[config.mk]
export PLATFORM = sky130hd
export DESIGN_NAME = sagc_config_top
export DESIGN_NICKNAME = d
export VERILOG_FILES = /design/src/pkg/sagc_pkg.sv /design/src/pkg/sagc_persist_if.sv /design/src/rtl/sagc_config_top.sv /design/src/rtl/sagc_flicker_persist.sv
export SDC_FILE = /design/constraint.sdc
export NUM_CORES = 1
export LEC_CHECK = 0
export ABC_CLOCK_PERIOD_IN_PS = 4400
export BUFFER_PORTS_ARGS = -buffer_cell sky130_fd_sc_hd__buf_2
export CORE_ASPECT_RATIO = 0.6
export CORE_MARGIN = 1
export CORE_UTILIZATION = 39
export CTS_CLUSTER_DIAMETER = 200
export DETAILED_ROUTE_END_ITERATION = 10
export HOLD_SLACK_MARGIN = 0.15
export PLACE_DENSITY_LB_ADDON = 0.3
export SYNTH_ARGS = -nofsm -noshare
export SYNTH_HDL_FRONTEND = slang
export SYNTH_SLANG_ARGS = --single-unit
[constraint.sdc]
create_clock -name sys_clk_i -period 4.4 [get_ports sys_clk_i]
set_clock_uncertainty 0.15 [all_clocks]
set_input_delay 0.44 -clock sys_clk_i [delete_from_list [all_inputs] [get_ports sys_clk_i]]
set_output_delay 0.44 -clock sys_clk_i [all_outputs]
set_load 0.05 [all_outputs]
[src/pkg/sagc_pkg.sv]
/*
  Shared constants for the spectral gain, AGC threshold and flicker persistence configuration block:
  register offsets, field positions, reset values and timing figures.
  Assumes nothing of its surroundings; the configuration top refers to it by scoped name.
*/
package sagc_pkg;

  // Register offsets on the device register port.
  localparam logic [7:0] SAGC_SPECTRAL_GAIN_CFG_ADDR   = 8'hAA;
  localparam logic [7:0] SAGC_AGC_THR_PERSIST_ADDR     = 8'hB3;
  localparam logic [7:0] SAGC_FLICKER_GAIN_TIME_ADDR   = 8'hDA;

  // Field positions.
  localparam int SAGC_FLICKER_GAIN_LSB   = 3;
  localparam int SAGC_FLICKER_GAIN_MSB   = 7;
  localparam int SAGC_FLICKER_TIME_MSB   = 2;
  localparam int SAGC_SPECTRAL_GAIN_MSB  = 4;
  localparam int SAGC_AGC_UPPER_LSB      = 6;
  localparam int SAGC_AGC_UPPER_MSB      = 7;
  localparam int SAGC_AGC_LOWER_LSB      = 4;
  localparam int SAGC_AGC_LOWER_MSB      = 5;
  localparam int SAGC_PERSIST_MSB        = 2;

  // Values after reset.
  localparam logic [4:0] SAGC_FLICKER_GAIN_RST  = 5'h09;
  localparam logic [2:0] SAGC_FLICKER_TIME_RST  = 3'h0;
  localparam logic [4:0] SAGC_SPECTRAL_GAIN_RST = 5'h09;
  localparam logic [1:0] SAGC_AGC_UPPER_RST     = 2'h3;
  localparam logic [1:0] SAGC_AGC_LOWER_RST     = 2'h3;
  localparam logic [2:0] SAGC_PERSIST_RST       = 3'h2;

  // Gain code range: code n selects 2^(n-1), code 0 is half gain, top code is 512x.
  localparam logic [4:0] SAGC_GAIN_CODE_MIN = 5'h00;
  localparam logic [4:0] SAGC_GAIN_CODE_MAX = 5'h0A;

  // Number of integrating converters, the last one being the flicker converter.
  localparam int SAGC_NUM_CHANNELS = 6;

  // Integration step time and its length in clock cycles (at least one cycle).
  localparam int SAGC_STEP_TIME_PS   = 2780000;
  localparam int SAGC_CLK_PERIOD_PS  = 40000;
  localparam int SAGC_STEP_CYCLES    = (SAGC_STEP_TIME_PS + SAGC_CLK_PERIOD_PS - 1) / SAGC_CLK_PERIOD_PS;

endpackage

[src/pkg/sagc_persist_if.sv]
/*
  Carrier between the configuration top and its flicker persistence filter.
  Assumes both ends run on the same clock and reset.
*/
`timescale 1ns/1ps
interface sagc_persist_if;
  logic       result_valid;  // One-cycle strobe of a new flicker result.
  logic       result;        // Raw flicker detect result.
  logic [2:0] persist_sel;   // Persistence field.
  logic       status;        // Filtered flicker detect status.
  logic       status_change; // One-cycle pulse when the status flips.

  modport filt (input result_valid, result, persist_sel, output status, status_change);
  modport ctrl (output result_valid, result, persist_sel, input status, status_change);
endinterface

[src/rtl/sagc_config_top.sv]
/*
  Gain, AGC threshold and flicker persistence configuration for six integrating converters.
  Assumes a register port driven by the serial interface logic on the same clock, and that enable,
  power, integration settings and converter results come from logic on the same clock.
*/
`timescale 1ns/1ps
module sagc_config_top (
  input  wire logic        sys_clk_i,                    // System clock, 25 MHz.
  input  wire logic        nrst_i,                       // Asynchronous reset, active low.
  input  wire logic [7:0]  reg_addr_i,                   // Register address.
  input  wire logic [7:0]  reg_wdata_i,                  // Write data.
  input  wire logic        reg_wr_i,                     // Write strobe, one cycle.
  input  wire logic        reg_rd_i,                     // Read strobe, one cycle.
  output logic      [7:0]  reg_rdata_o,                  // Read data, valid the cycle after the strobe.
  input  wire logic        flicker_detect_enable_i,      // Flicker detect enable.
  input  wire logic        power_on_bit_i,               // Device power on.
  input  wire logic        agc_enable_i,                 // Spectral AGC enable.
  input  wire logic [7:0]  integration_step_count_i,     // Common integration step count.
  input  wire logic [15:0] integration_step_size_i,      // Common integration step size code.
  input  wire logic [7:0]  flicker_steps_low_i,          // Low byte of flicker integration steps.
  input  wire logic        spectral_data_valid_i,        // One-cycle strobe of a spectral result.
  input  wire logic [15:0] spectral_data_i,              // Spectral result used by the AGC.
  input  wire logic        flicker_result_valid_i,       // One-cycle strobe of a flicker result.
  input  wire logic        flicker_result_i,             // Raw flicker result.
  output logic      [29:0] channel_gain_code_o,          // Gain code per converter, five bits each.
  output logic             adc5_own_timing_o,            // Converter five uses its own step count.
  output logic      [10:0] flicker_integration_steps_o,  // Steps of 2.78 us for converter five.
  output logic      [28:0] agc_upper_threshold_o,        // Data level at which gain drops.
  output logic      [28:0] agc_lower_threshold_o,        // Data level below which gain rises.
  output logic             flicker_status_o,             // Filtered flicker detect status.
  output logic             flicker_status_change_o       // One-cycle pulse when the status flips.
);

  // Register fields.
  logic [4:0]  spectral_gain_code_ff;
  logic [4:0]  nxt_spectral_gain_code;
  logic [4:0]  flicker_gain_code_ff;
  logic [4:0]  nxt_flicker_gain_code;
  logic [2:0]  flicker_steps_high_ff;
  logic [2:0]  nxt_flicker_steps_high;
  logic [1:0]  agc_upper_threshold_sel_ff;
  logic [1:0]  nxt_agc_upper_threshold_sel;
  logic [1:0]  agc_lower_threshold_sel_ff;
  logic [1:0]  nxt_agc_lower_threshold_sel;
  logic [2:0]  flicker_persistence_sel_ff;
  logic [2:0]  nxt_flicker_persistence_sel;
  logic [7:0]  rdata_ff;
  logic [7:0]  nxt_rdata;

  // Derived outputs, all registered.
  logic [29:0] gain_out_ff;
  logic [29:0] nxt_gain_out;
  logic        own_timing_ff;
  logic        nxt_own_timing;
  logic [10:0] fl_steps_ff;
  logic [10:0] nxt_fl_steps;
  logic [28:0] upper_thr_ff;
  logic [28:0] nxt_upper_thr;
  logic [28:0] lower_thr_ff;
  logic [28:0] nxt_lower_thr;
  logic        fl_status_ff;
  logic        fl_change_ff;

  logic [25:0] full_scale;
  logic [28:0] data_ext;
  logic [4:0]  adc5_gain;

  sagc_persist_if pif ();

  // Full scale and the two thresholds as eighths of it: upper is (4+sel)/8, lower is (1+sel)/8.
  always_comb begin
    full_scale    = 26'({1'b0, integration_step_count_i} + 9'h001) * 26'({1'b0, integration_step_size_i} + 17'h00001);
    nxt_upper_thr = 29'((29'(full_scale) * (29'h4 + 29'(agc_upper_threshold_sel_ff))) >> 3);
    nxt_lower_thr = 29'((29'(full_scale) * (29'h1 + 29'(agc_lower_threshold_sel_ff))) >> 3);
    data_ext      = 29'(spectral_data_i);
  end

  // Register writes and AGC steps. A host write in the same cycle as an AGC step wins, so software
  // always sees the value it wrote; the AGC uses last cycle's thresholds, a one-cycle lag.
  always_comb begin
    nxt_spectral_gain_code      = spectral_gain_code_ff;
    nxt_flicker_gain_code       = flicker_gain_code_ff;
    nxt_flicker_steps_high      = flicker_steps_high_ff;
    nxt_agc_upper_threshold_sel = agc_upper_threshold_sel_ff;
    nxt_agc_lower_threshold_sel = agc_lower_threshold_sel_ff;
    nxt_flicker_persistence_sel = flicker_persistence_sel_ff;
    if (agc_enable_i && spectral_data_valid_i) begin
      if ((data_ext >= upper_thr_ff) && (spectral_gain_code_ff > sagc_pkg::SAGC_GAIN_CODE_MIN)) begin
        nxt_spectral_gain_code = spectral_gain_code_ff - 5'h01;
      end else if ((data_ext < lower_thr_ff) && (spectral_gain_code_ff < sagc_pkg::SAGC_GAIN_CODE_MAX)) begin
        nxt_spectral_gain_code = spectral_gain_code_ff + 5'h01;
      end
    end
    if (reg_wr_i) begin
      unique case (reg_addr_i)
        sagc_pkg::SAGC_SPECTRAL_GAIN_CFG_ADDR: begin
          nxt_spectral_gain_code = reg_wdata_i[sagc_pkg::SAGC_SPECTRAL_GAIN_MSB:0];
        end
        sagc_pkg::SAGC_AGC_THR_PERSIST_ADDR: begin
          nxt_agc_upper_threshold_sel = reg_wdata_i[sagc_pkg::SAGC_AGC_UPPER_MSB:sagc_pkg::SAGC_AGC_UPPER_LSB];
          nxt_agc_lower_threshold_sel = reg_wdata_i[sagc_pkg::SAGC_AGC_LOWER_MSB:sagc_pkg::SAGC_AGC_LOWER_LSB];
          nxt_flicker_persistence_sel = reg_wdata_i[sagc_pkg::SAGC_PERSIST_MSB:0];
        end
        sagc_pkg::SAGC_FLICKER_GAIN_TIME_ADDR: begin
          nxt_flicker_gain_code  = reg_wdata_i[sagc_pkg::SAGC_FLICKER_GAIN_MSB:sagc_pkg::SAGC_FLICKER_GAIN_LSB];
          nxt_flicker_steps_high = reg_wdata_i[sagc_pkg::SAGC_FLICKER_TIME_MSB:0];
        end
        default: begin
          // Unmapped writes change nothing; read data belongs to the read process alone.
        end
      endcase
    end
  end

  // Read data; unmapped addresses and reserved bits return zero.
  always_comb begin
    nxt_rdata = rdata_ff;
    if (reg_rd_i) begin
      unique case (reg_addr_i)
        sagc_pkg::SAGC_SPECTRAL_GAIN_CFG_ADDR: nxt_rdata = {3'h0, spectral_gain_code_ff};
        sagc_pkg::SAGC_AGC_THR_PERSIST_ADDR:   nxt_rdata = {agc_upper_threshold_sel_ff, agc_lower_threshold_sel_ff,
                                                            1'b0, flicker_persistence_sel_ff};
        sagc_pkg::SAGC_FLICKER_GAIN_TIME_ADDR: nxt_rdata = {flicker_gain_code_ff, flicker_steps_high_ff};
        default:                               nxt_rdata = 8'h00;
      endcase
    end
  end

  // Converter five takes its own gain and timing only with flicker detect enabled.
  always_comb begin
    adc5_gain      = flicker_detect_enable_i ? flicker_gain_code_ff : spectral_gain_code_ff;
    nxt_own_timing = flicker_detect_enable_i;
    // The host keeps the step count still while enabled and powered, so no shadow copy is taken.
    nxt_fl_steps   = {flicker_steps_high_ff, flicker_steps_low_i};
  end

  // Per-converter gain codes; the last slot is the flicker converter.
  genvar ch;
  generate
    for (ch = 0; ch < sagc_pkg::SAGC_NUM_CHANNELS; ch++) begin : g_gain
      assign nxt_gain_out[ch*5 +: 5] = (ch == sagc_pkg::SAGC_NUM_CHANNELS - 1) ? adc5_gain
                                                                               : spectral_gain_code_ff;
    end
  endgenerate

  // Register stage.
  always_ff @(posedge sys_clk_i or negedge nrst_i) begin
    if (!nrst_i) begin
      spectral_gain_code_ff      <= sagc_pkg::SAGC_SPECTRAL_GAIN_RST;
      flicker_gain_code_ff       <= sagc_pkg::SAGC_FLICKER_GAIN_RST;
      flicker_steps_high_ff      <= sagc_pkg::SAGC_FLICKER_TIME_RST;
      agc_upper_threshold_sel_ff <= sagc_pkg::SAGC_AGC_UPPER_RST;
      agc_lower_threshold_sel_ff <= sagc_pkg::SAGC_AGC_LOWER_RST;
      flicker_persistence_sel_ff <= sagc_pkg::SAGC_PERSIST_RST;
      rdata_ff                   <= 8'h00;
      gain_out_ff                <= 30'h00000000;
      own_timing_ff              <= 1'b0;
      fl_steps_ff                <= 11'h000;
      upper_thr_ff               <= 29'h00000000;
      lower_thr_ff               <= 29'h00000000;
      fl_status_ff               <= 1'b0;
      fl_change_ff               <= 1'b0;
    end else begin
      spectral_gain_code_ff      <= nxt_spectral_gain_code;
      flicker_gain_code_ff       <= nxt_flicker_gain_code;
      flicker_steps_high_ff      <= nxt_flicker_steps_high;
      agc_upper_threshold_sel_ff <= nxt_agc_upper_threshold_sel;
      agc_lower_threshold_sel_ff <= nxt_agc_lower_threshold_sel;
      flicker_persistence_sel_ff <= nxt_flicker_persistence_sel;
      rdata_ff                   <= nxt_rdata;
      gain_out_ff                <= nxt_gain_out;
      own_timing_ff              <= nxt_own_timing;
      fl_steps_ff                <= nxt_fl_steps;
      upper_thr_ff               <= nxt_upper_thr;
      lower_thr_ff               <= nxt_lower_thr;
      fl_status_ff               <= pif.status;
      fl_change_ff               <= pif.status_change;
    end
  end

  // Persistence filter hookup.
  assign pif.result_valid = flicker_result_valid_i;
  assign pif.result       = flicker_result_i;
  assign pif.persist_sel  = flicker_persistence_sel_ff;

  sagc_flicker_persist u_persist (
    .sys_clk_i (sys_clk_i),
    .nrst_i    (nrst_i),
    .pif       (pif.filt)
  );

  assign reg_rdata_o                 = rdata_ff;
  assign channel_gain_code_o         = gain_out_ff;
  assign adc5_own_timing_o           = own_timing_ff;
  assign flicker_integration_steps_o = fl_steps_ff;
  assign agc_upper_threshold_o       = upper_thr_ff;
  assign agc_lower_threshold_o       = lower_thr_ff;
  assign flicker_status_o            = fl_status_ff;
  assign flicker_status_change_o     = fl_change_ff;

endmodule // sagc_config_top

[src/rtl/sagc_flicker_persist.sv]
/*
  Flicker detect persistence filter: the status flips only after a run of consecutive differing results.
  Assumes results arrive as one-cycle strobes on the system clock.
*/
`timescale 1ns/1ps
module sagc_flicker_persist (
  input  wire logic  sys_clk_i,  // System clock, 25 MHz.
  input  wire logic  nrst_i,     // Asynchronous reset, active low.
  sagc_persist_if.filt pif       // Results in, filtered status out.
);

  logic [6:0] cnt_ff;
  logic [6:0] nxt_cnt;
  logic       status_ff;
  logic       nxt_status;
  logic       change_ff;
  logic       nxt_change;
  logic [6:0] run_len;

  // Run length is 2^(field-1); field 0 is taken as a run of one, since a half result has no meaning.
  always_comb begin
    run_len    = (pif.persist_sel == 3'h0) ? 7'h01 : (7'h01 << (pif.persist_sel - 3'h1));
    nxt_cnt    = cnt_ff;
    nxt_status = status_ff;
    nxt_change = 1'b0;
    if (pif.result_valid) begin
      if (pif.result != status_ff) begin
        if ((cnt_ff + 7'h01) >= run_len) begin
          nxt_status = pif.result;
          nxt_cnt    = 7'h00;
          nxt_change = 1'b1;
        end else begin
          nxt_cnt = cnt_ff + 7'h01;
        end
      end else begin
        // An agreeing result breaks the run.
        nxt_cnt = 7'h00;
      end
    end
  end

  // State registers.
  always_ff @(posedge sys_clk_i or negedge nrst_i) begin
    if (!nrst_i) begin
      cnt_ff    <= 7'h00;
      status_ff <= 1'b0;
      change_ff <= 1'b0;
    end else begin
      cnt_ff    <= nxt_cnt;
      status_ff <= nxt_status;
      change_ff <= nxt_change;
    end
  end

  assign pif.status        = status_ff;
  assign pif.status_change = change_ff;

endmodule // sagc_flicker_persist
Word level (Yosys, flattened, before mapping)
Index checks and enable logic that the tools add are counted.
{ "classes": {"bitwise_logic": 0, "shifts": 1, "n_mux": 13, "div_mod_pow": 0, "magnitude_cmp": 5, "multipliers": 3, "reduce_logical": 7, "addsub": 8, "n_eq_ne": 4} }
{ "op_table": {"columns": ["cell", "n"], "rows": [
  ["$mux 5", 6],
  ["$mul 26x3->29", 1],
  ["$mul 26x4->29", 1],
  ["$ge 16x26->1", 1],
  ["$lt 16x26->1", 1],
  ["$mul 9x17->26", 1],
  ["$eq 8x8->1 const B", 3],
  ["$pmux 8 s3", 1],
  ["$mux 7", 3],
  ["$add 16x1->17 const B", 1],
  ["$add 8x1->9 const B", 1],
  ["$add 7x1->7 const B", 1],
  ["$ge 7x7->1", 1],
  ["$shl 1x3->7 const A", 1],
  ["$add 5x1->5 const B", 1],
  ["$gt 5x1->1 const B", 1],
  ["$lt 5x4->1 const B", 1],
  ["$sub 5x1->5 const B", 1],
  ["$add 3x2->4 const A", 1],
  ["$reduce_and 2->1", 2],
  ["$add 1x2->3 const A", 1],
  ["$logic_and 1x1->1", 3],
  ["$logic_not 3->1", 1],
  ["$mux 1", 3],
  ["3 further kinds", 3]
]} }
{ "totals": {"out_inout_bits": 110, "latchBits": 0, "wordCells": 58, "mem_count": 0, "mem_bits_ro": 0, "ramBits": 0, "ff_bits": 133, "in_bits": 74} }

Depth between registers and ports, before layout
Gate-level depths: netlist (run 1).
{ "logic_depth": {"ltp_word": 7, "ltp_mapped": 39, "depth_no_buf": 36} }

By module
From an unflattened synthesis (run 1), not the netlist that was laid out.
{ "unflattened": {"cells_unflattened": 1761, "hier_area_um2": 15284.7} }
{ "by_module_without_submodules": {"columns": ["mod", "area_each_um2", "cells_per_inst", "seq_area_each_um2", "n_inst"], "rows": [
  ["sagc_config_top", 14625.3, 1689, 2613.8, 1],
  ["sagc_flicker_persist", 659.4, 72, 225.2, 1]
]} }

Worst setup path after synthesis (run 1)
No wires, ideal clock.
{ "synth_path": {"path_kind": "input to register", "from": "input integration_step_count_i[0]", "to": "register upper_thr_ff[25] (netlist: agc_upper_threshold_o[25])", "arrival_ns": 8.192, "path_buffers": 3, "path_stages": 35, "setup_time_ns": 0.123, "path_slack_ns": -4.065, "required_time_ns": 4.127, "cell_sequence": "clkbuf_1 and3_1 nand3_1 xor2_1 clkbuf_1 nor2_1 fa_1 fa_1 inv_1 fa_1 fa_1 inv_1 ha_1 o21ai_0 o21bai_1 a21oi_1 o21bai_1 a21oi_1 nor4b_1 or3_1 clkbuf_1 and2_1 ha_1 inv_1 fa_1 inv_1 ha_1 nand3_1 or3_1 a2111oi_0 o31ai_1 nand3_1 a31o_2 a21oi_1 xnor2_1"} }
{ "synth_via": {"elab_chain_len": 3} }
{ "synth_rtl": {"columns": ["item", "line_no", "rtl"], "rows": [
  ["from (decl)", "sagc_config_top.sv:18", "input wire logic [7:0] integration_step_count_i,"],
  ["$add 8x1->9", "sagc_config_top.sv:72", "full_scale = 26'({1'b0, integration_step_count_i} + 9'h001) * 26'({1'b0, integration_step_size_i} + 17'h00001) ..."],
  ["$mul 9x17->26", "sagc_config_top.sv:72", null],
  ["$mul 26x4->29", "sagc_config_top.sv:73", "nxt_upper_thr = 29'((29'(full_scale) * (29'h4 + 29'(agc_upper_threshold_sel_ff))) >> 3);"],
  ["named net nxt_upper_thr[25]", "sagc_config_top.sv:58", "logic [28:0] nxt_upper_thr;"],
  ["to (signal assigned)", "sagc_config_top.sv:174", "upper_thr_ff <= nxt_upper_thr;"],
  ["to (decl)", "sagc_config_top.sv:57", "logic [28:0] upper_thr_ff;"]
]} }
The timed path passes the listed nets, and every way through them passes these cells.
A chain may end at the register's enable or synchronous reset.

Worst setup path after layout (run 1)
{ "layout_path": {"from": "input integration_step_size_i[3]", "to": "register upper_thr_ff[25] (netlist: agc_upper_threshold_o[25])"} }
{ "layout_via": {"elab_chain_len": 3} }
{ "layout_rtl": {"columns": ["item", "line_no", "rtl"], "rows": [
  ["from (decl)", "sagc_config_top.sv:19", "input wire logic [15:0] integration_step_size_i,"],
  ["$add 16x1->17", "sagc_config_top.sv:72", null],
  ["$mul 9x17->26", "sagc_config_top.sv:72", null],
  ["$mul 26x4->29", "sagc_config_top.sv:73", null],
  ["named net nxt_upper_thr[25]", "sagc_config_top.sv:58", null]
]} }
The timed path passes the listed nets, and every way through them passes these cells.

==> run_results.csv, run 1 <==
group,metric,value,unit
floorplanning,fp.dieH,155,um
timing,timing.fmax,0.131,GHz
global_routing,antenna_found_initial,1,
drt,wl,46.0,mm
floorplanning,die_x,256,um
drt,drc,0,
drt,num_vias,14240,
worst_setup_path,slowest_delay,560,ps
outcome,violations,"setup timing",
timing,fin_crit_sh,174,%
timing,rsz0062_at_grt,"true",
clock_network,cts_buffers,17,
clock_network,insertion_delay,420,ps
synth,synth_top_family_by_area,"adder cells",
drt,drt_iter0_drc,878,
placement,gp_congestion,0.926,
min_path,min_path_type,"primary input to flop",
worst_setup_path,critPathBufInv,8,
clock_network,cts_tree,"built",
drt,dr.pass1.iters,8,
clock_network,clkTransAtPathRegs,60,ps
synth,synth_xor_area_share,5.09,%
synth,yosys.cell_types.count,68,
drt,viasPerCell,5.04,
final_layout,layout_commonest_cell,"buf_4",
synth,yosysWarnings,0,
worst_setup_path,crit_type,"primary input to flop",
worst_setup_path,required,4550,ps
worst_setup_path,crit_path_top_delay_cell,"fa_1",
synth,synth-seq-cells,113,
timing,finalMaxSlewViolations,0,
final_layout,fill_cells,3089,
final_layout,final_util,60.2,%
synth,netlist_area,0.0152,mm^2
placement,io_buffers,176,
timing,tightest_slew,967,ps
worst_setup_path,setup.worst_path.start,"integration_step_size_i[3]",
synth,synth_mux_area_share,1.67,%
floorplanning,pin_count,184,
worst_setup_path,cp_top_family,"adder cells",
timing,hold_violations,0,
placement,dpl_cell_area,0.0197,mm^2
floorplanning,initial_core_util,39.9,%
worst_setup_path,worst_setup_path_start_kind,"primary input",
floorplanning,core.rowCount,55,
clock_network,clockBufferDepth,2,
outcome,status,"finished with violations",
global_routing,grt_first_pass_wirelength,74.2,mm
final_layout,fin_nets,2696,
synth,synth_simple_gate_area_share,17.2,%
timing,period_minus_slack,7640,ps
min_path,hold_path.startpoint,"reg_wdata_i[6]",
clock_network,cts_root_buf,"clkbuf_16",
floorplanning,dieArea,0.0397,mm^2
worst_setup_path,cpMostUsedCell,"fa_1",
synth,synth_edf_count,0,
final_layout,finish.instance_area,0.0229,mm^2
placement,hpwl,35.3,mm
drt,antenna_left,0,
synth,synth_fa_ha_area_share,34.5,%
worst_setup_path,rr_startpoint,"agc_lower_threshold_sel_ff[1]$_DFFE_PN1P_",
global_routing,grt_overflow,0,
timing,finalSetupViolCount,50,
final_layout,final_cell_mix,"buf_4 (304), inv_1 (302), buf_2 (168)",
worst_setup_path,path_max_fanout,5,
clock_network,cts-htree-levels,4,
clock_network,clock-sinks,113,
timing,fin_ws,-3240,ps
floorplanning,core_area,0.0380,mm^2
synth,syn_avg_cell_area,8.58,um^2
synth,synth_ff_type,"dfrtp_1",
flow_run,drv_cap,0,
synth,synth_compound_area_share,12.0,%
synth,async_flop_share,100,%
synth,postSynthCellCount,1767,
placement,preCtsSetupSlack,-3850,ps
timing,tns,-115320,ps
timing,slew_headroom,35.0,%
global_routing,grt_max_degree,114,
global_routing,grt_use_total,23.1,%
drt,wl_per_cell,16.3,um
synth,yosysSeqAreaShare,18.7,%
worst_setup_path,end_kind,"flop",
final_layout,synthToLayoutAreaGrowth,50.9,%
final_layout,drive_gt1_share,43.2,%
global_routing,grt_pass1_vias,14653,
worst_setup_path,cp.arrival,7800,ps
cell type report:
class                      count  area [um^2]  share of cell area [%]
multi-input combinational   1251        13300                    58.1
timing repair buffer         570         4260                    18.6
sequential                   113         2840                    12.4
inverter                     344         1290                    5.66
tap                          513          642                    2.81
clock buffer                  18          429                    1.88
clock inverter                14          129                   0.564
antenna                        1         2.50                  0.0109
state kept, by name, summed over array words and instances, names as in the netlist, 2 cells and up:
| name | flops |
|---|---|
| channel_gain_code_o | 10 |
| u_persist.cnt_ff | 7 |
| agc_lower_threshold_sel_ff | 2 |
| agc_upper_threshold_sel_ff | 2 |
| reg_rdata_o | 8 |
| spectral_gain_code_ff | 5 |
| agc_upper_threshold_o | 26 |
| agc_lower_threshold_o | 26 |
| flicker_persistence_sel_ff | 3 |
| flicker_integration_steps_o | 11 |
| flicker_gain_code_ff | 5 |
| flicker_steps_high_ff | 3 |
cells by family (layout without fill, tap and decap cells):
| family | count (synthesis) | count (layout) |
|---|---|---|
| AND/OR/NAND/NOR | 539 | 539 |
| buffers and inverters | 408 | 946 |
| adder cells (fa/ha/maj) | 325 | 325 |
| AO/OA/AOI/OAI | 270 | 270 |
| flip-flops | 113 | 113 |
| XOR/XNOR | 88 | 88 |
| multiplexers | 23 | 23 |
| other | 1 | 7 |
metrics by stage:
stage,hold WS (ps),std cells
after CTS,150,2792
after global placement,183,2709
final,160,2824
after global routing,151,2823
after detailed placement,198,2709
after floorplan,-5.59,1772
layer usage:
| metal | share of wire, % | up-vias | global-route usage, % |
|---|---|---|---|
| met4 | 0.94 | 0 | 3.51 |
| li1 | - | 6741 | - |
| met3 | 6.4 | 41 | 4.54 |
| met2 | 46 | 355 | 36.3 |
| met5 | 0 | - | 0 |
| met1 | 47 | 7103 | 33.5 |
synthesized netlist by cell type (6+ instances only):
library cell / count / share of area, %
o22ai_1: 10 / 0.41
nor3_1: 17 / 0.56
a311o_1: 6 / 0.40
mux2_2: 18 / 1.3
nand4_1: 9 / 0.37
o21a_1: 13 / 0.64
clkbuf_1: 35 / 0.87
xor2_1: 30 / 1.7
fa_1: 155 / 20
nor2_1: 171 / 4.2
a211oi_1: 15 / 0.74
o21ai_0: 47 / 1.6
a31oi_1: 12 / 0.50
buf_4: 26 / 1.3
and3_1: 12 / 0.50
a21oi_1: 69 / 2.3
a211o_1: 7 / 0.40
a21o_1: 36 / 1.8
nand3b_1: 7 / 0.35
and2_1: 36 / 1.5
nor2b_1: 11 / 0.45
dfrtp_1: 104 / 17
nand2b_1: 57 / 2.4
dfstp_2: 9 / 1.6
xnor2_1: 58 / 3.4
ha_1: 170 / 14
nor4_1: 9 / 0.37
or2_2: 33 / 1.4
inv_1: 344 / 8.5
nand3_1: 40 / 1.3
nand2_1: 121 / 3.0
worst register-to-register path: stages (launching register included):
cell and delay (ps):
dfstp_2 580, ha_1 390, buf_4 190, nand2_1 70, fa_1 460, and4bb_1 300, nand2_1 80, fa_1 400
nand2b_1 200, a21oi_2 240, o211ai_4 170, o21bai_4 220, a311o_1 280, buf_4 150, a21o_1 110, a21oi_2 50
xnor2_1 170
worst paths after layout:
kind	endpoint	slack [ps]	cells after the start
worst min-delay path	flicker_gain_code_ff[3]$_DFFE_PN1P_	160	2
worst max register to register	agc_lower_threshold_o[21]$_DFF_PN0_	130	16
worst max-delay path	agc_upper_threshold_o[25]$_DFF_PN0_	-3240	36
min in group asynchronous	u_persist.pif.status_change$_DFF_PN0_	450	3
worst min register to register	flicker_status_change_o$_DFF_PN0_	210	0
max in group asynchronous	agc_upper_threshold_o[21]$_DFF_PN0_	3100	3
what timing repair did:
action,4_1_cts,5_1_grt
gates resized for setup,211,173
buffers inserted,40,39
endpoints found under the setup margin,50,50
hold buffers,14,0
hold endpoints to repair,119,0
pin swaps,151,155
Power of run 1 is left out: the tool's default activity adds up to more than one toggle a clock period on the data nets, which glitch-free logic cannot reach.
==> inputs of run 2 (changes only) <==
- CORE_ASPECT_RATIO: 0.6 -> 1.1
==> run_results.csv, run 2 (same netlist as run 1, synthesis figures left out) <==
group,metric,value,unit
floorplanning,initial_core_util,39.7,%
flow_run,drv_cap,0,
worst_setup_path,worst_setup_path_start_kind,"primary input",
global_routing,grt_use_total,21.4,%
timing,period_minus_slack,7530,ps
global_routing,antenna_found_initial,0,
clock_network,clockBufferDepth,2,
final_layout,fin_nets,2693,
final_layout,drive_gt1_share,41.7,%
clock_network,cts_root_buf,"clkbuf_16",
floorplanning,core.rowCount,75,
placement,preCtsSetupSlack,-3830,ps
drt,drt_iter0_drc,604,
outcome,status,"finished with violations",
placement,io_buffers,176,
global_routing,grt_overflow,0,
timing,timing.fmax,0.133,GHz
final_layout,synthToLayoutAreaGrowth,48.1,%
global_routing,grt_first_pass_wirelength,69.6,mm
clock_network,cts-htree-levels,4,
drt,drc,0,
worst_setup_path,critPathBufInv,7,
worst_setup_path,required,4540,ps
clock_network,clkTransAtPathRegs,60,ps
final_layout,final_cell_mix,"buf_4 (313), inv_1 (301), buf_2 (168)",
timing,tns,-113840,ps
placement,gp_congestion,0.926,
worst_setup_path,cpMostUsedCell,"fa_1",
worst_setup_path,slowest_delay,550,ps
final_layout,layout_commonest_cell,"buf_4",
global_routing,grt_pass1_vias,14672,
timing,fin_crit_sh,171,%
clock_network,insertion_delay,420,ps
worst_setup_path,cp_top_family,"adder cells",
timing,fin_ws,-3130,ps
timing,rsz0062_at_grt,"true",
global_routing,grt_max_degree,73,
floorplanning,pin_count,184,
worst_setup_path,cp.arrival,7670,ps
worst_setup_path,crit_type,"primary input to flop",
final_layout,final_util,58.8,%
floorplanning,fp.dieH,209,um
timing,finalMaxSlewViolations,0,
timing,finalSetupViolCount,48,
clock_network,cts_tree,"built",
drt,wl,41.7,mm
drt,viasPerCell,4.93,
timing,hold_violations,0,
final_layout,diodes,0,
worst_setup_path,end_kind,"flop",
worst_setup_path,path_max_fanout,4,
drt,dr.pass1.iters,5,
placement,hpwl,33.5,mm
clock_network,cts_buffers,17,
min_path,min_path_type,"primary input to flop",
outcome,violations,"setup timing",
drt,antenna_left,0,
floorplanning,die_x,190,um
floorplanning,core_area,0.0382,mm^2
timing,slew_headroom,39.4,%
timing,whs,175,ps
timing,tightest_slew,902,ps
worst_setup_path,crit_path_top_delay_cell,"fa_1",
drt,wl_per_cell,14.9,um
clock_network,clock-sinks,113,
drt,num_vias,13827,
floorplanning,dieArea,0.0397,mm^2
==> run 2: cell count changes in the layout (fill, tap and decap cells not counted), sizes merged <==
cell | before | now
diode | 1 | 0
inv | 349 | 345
buf | 556 | 551
clkinvlp | 3 | 2
clkinv | 5 | 6
dlygate4sd3 | 14 | 16
clkbuf | 18 | 21
bufinv | 1 | 2
==> run 2: metal layers <==
metal  share of wire [%]  GRT usage, %
met5                   0             0
met4                 3.0          7.65
met3                 4.4          2.33
met2                  51          39.1
met1                  41          25.7
==> run 2: worst register-to-register path: stages, from the launching register on <==
cell and delay [ps]:
dfstp_2 540, ha_1 220, buf_4 220, nand2_1 140, fa_1 420, and4bb_1 300
nand2_1 80, fa_1 410, nand2b_1 200, a21oi_2 230, o211ai_4 140, o21bai_4 250
a311o_1 250, buf_4 120, buf_4 100, a21o_1 110, a21oi_2 50, xnor2_1 160
==> run 2: per-stage QoR <==
| step | instances | area, um^2 |
|---|---|---|
| 6_report | 2807 | 22400 |
| 3_5_place_dp | 2691 | 19700 |
| 2_1_floorplan | 1772 | 16200 |
| 4_1_cts | 2789 | 21900 |
| 5_1_grt | 2807 | 22400 |
| 3_3_place_gp | 2691 | 19700 |
==> run 2: repair_timing <==
item | 4_1_cts | 5_1_grt
pin swaps | 140 | 91
hold buffers | 16 | 0
gates resized for setup | 231 | 82
hold endpoints to repair | 87 | 0
buffers inserted | 58 | 24
setup endpoints to repair | 51 | 50
==> run 2: final timing paths <==
check / start / end / slack [ps] / depth (start not counted)
setup reg to reg: agc_lower_threshold_sel_ff[1]$_DFFE_PN1P_ / agc_lower_threshold_o[21]$_DFF_PN0_ / 230 / 17
hold reg to reg: u_persist.pif.status_change$_DFF_PN0_ / flicker_status_change_o$_DFF_PN0_ / 210 / 0
min in group asynchronous: nrst_i / agc_lower_threshold_o[3]$_DFF_PN0_ / 530 / 2
hold / removal: reg_wdata_i[1] / flicker_steps_high_ff[1]$_DFFE_PN0P_ / 180 / 2
max in group asynchronous: nrst_i / agc_lower_threshold_sel_ff[1]$_DFFE_PN1P_ / 2630 / 3
setup / recovery: integration_step_size_i[3] / agc_upper_threshold_o[20]$_DFF_PN0_ / -3130 / 36
==> run 2: final cells by class <==
type                       count  area [um^2]
clock buffer                  21          450
clock inverter                11          114
timing repair buffer         567         4200
fill                        3227        15800
sequential                   113         2840
tap                          500          626
inverter                     344         1290
multi-input combinational   1251        12900
Power of run 2 is left out for the same reason.
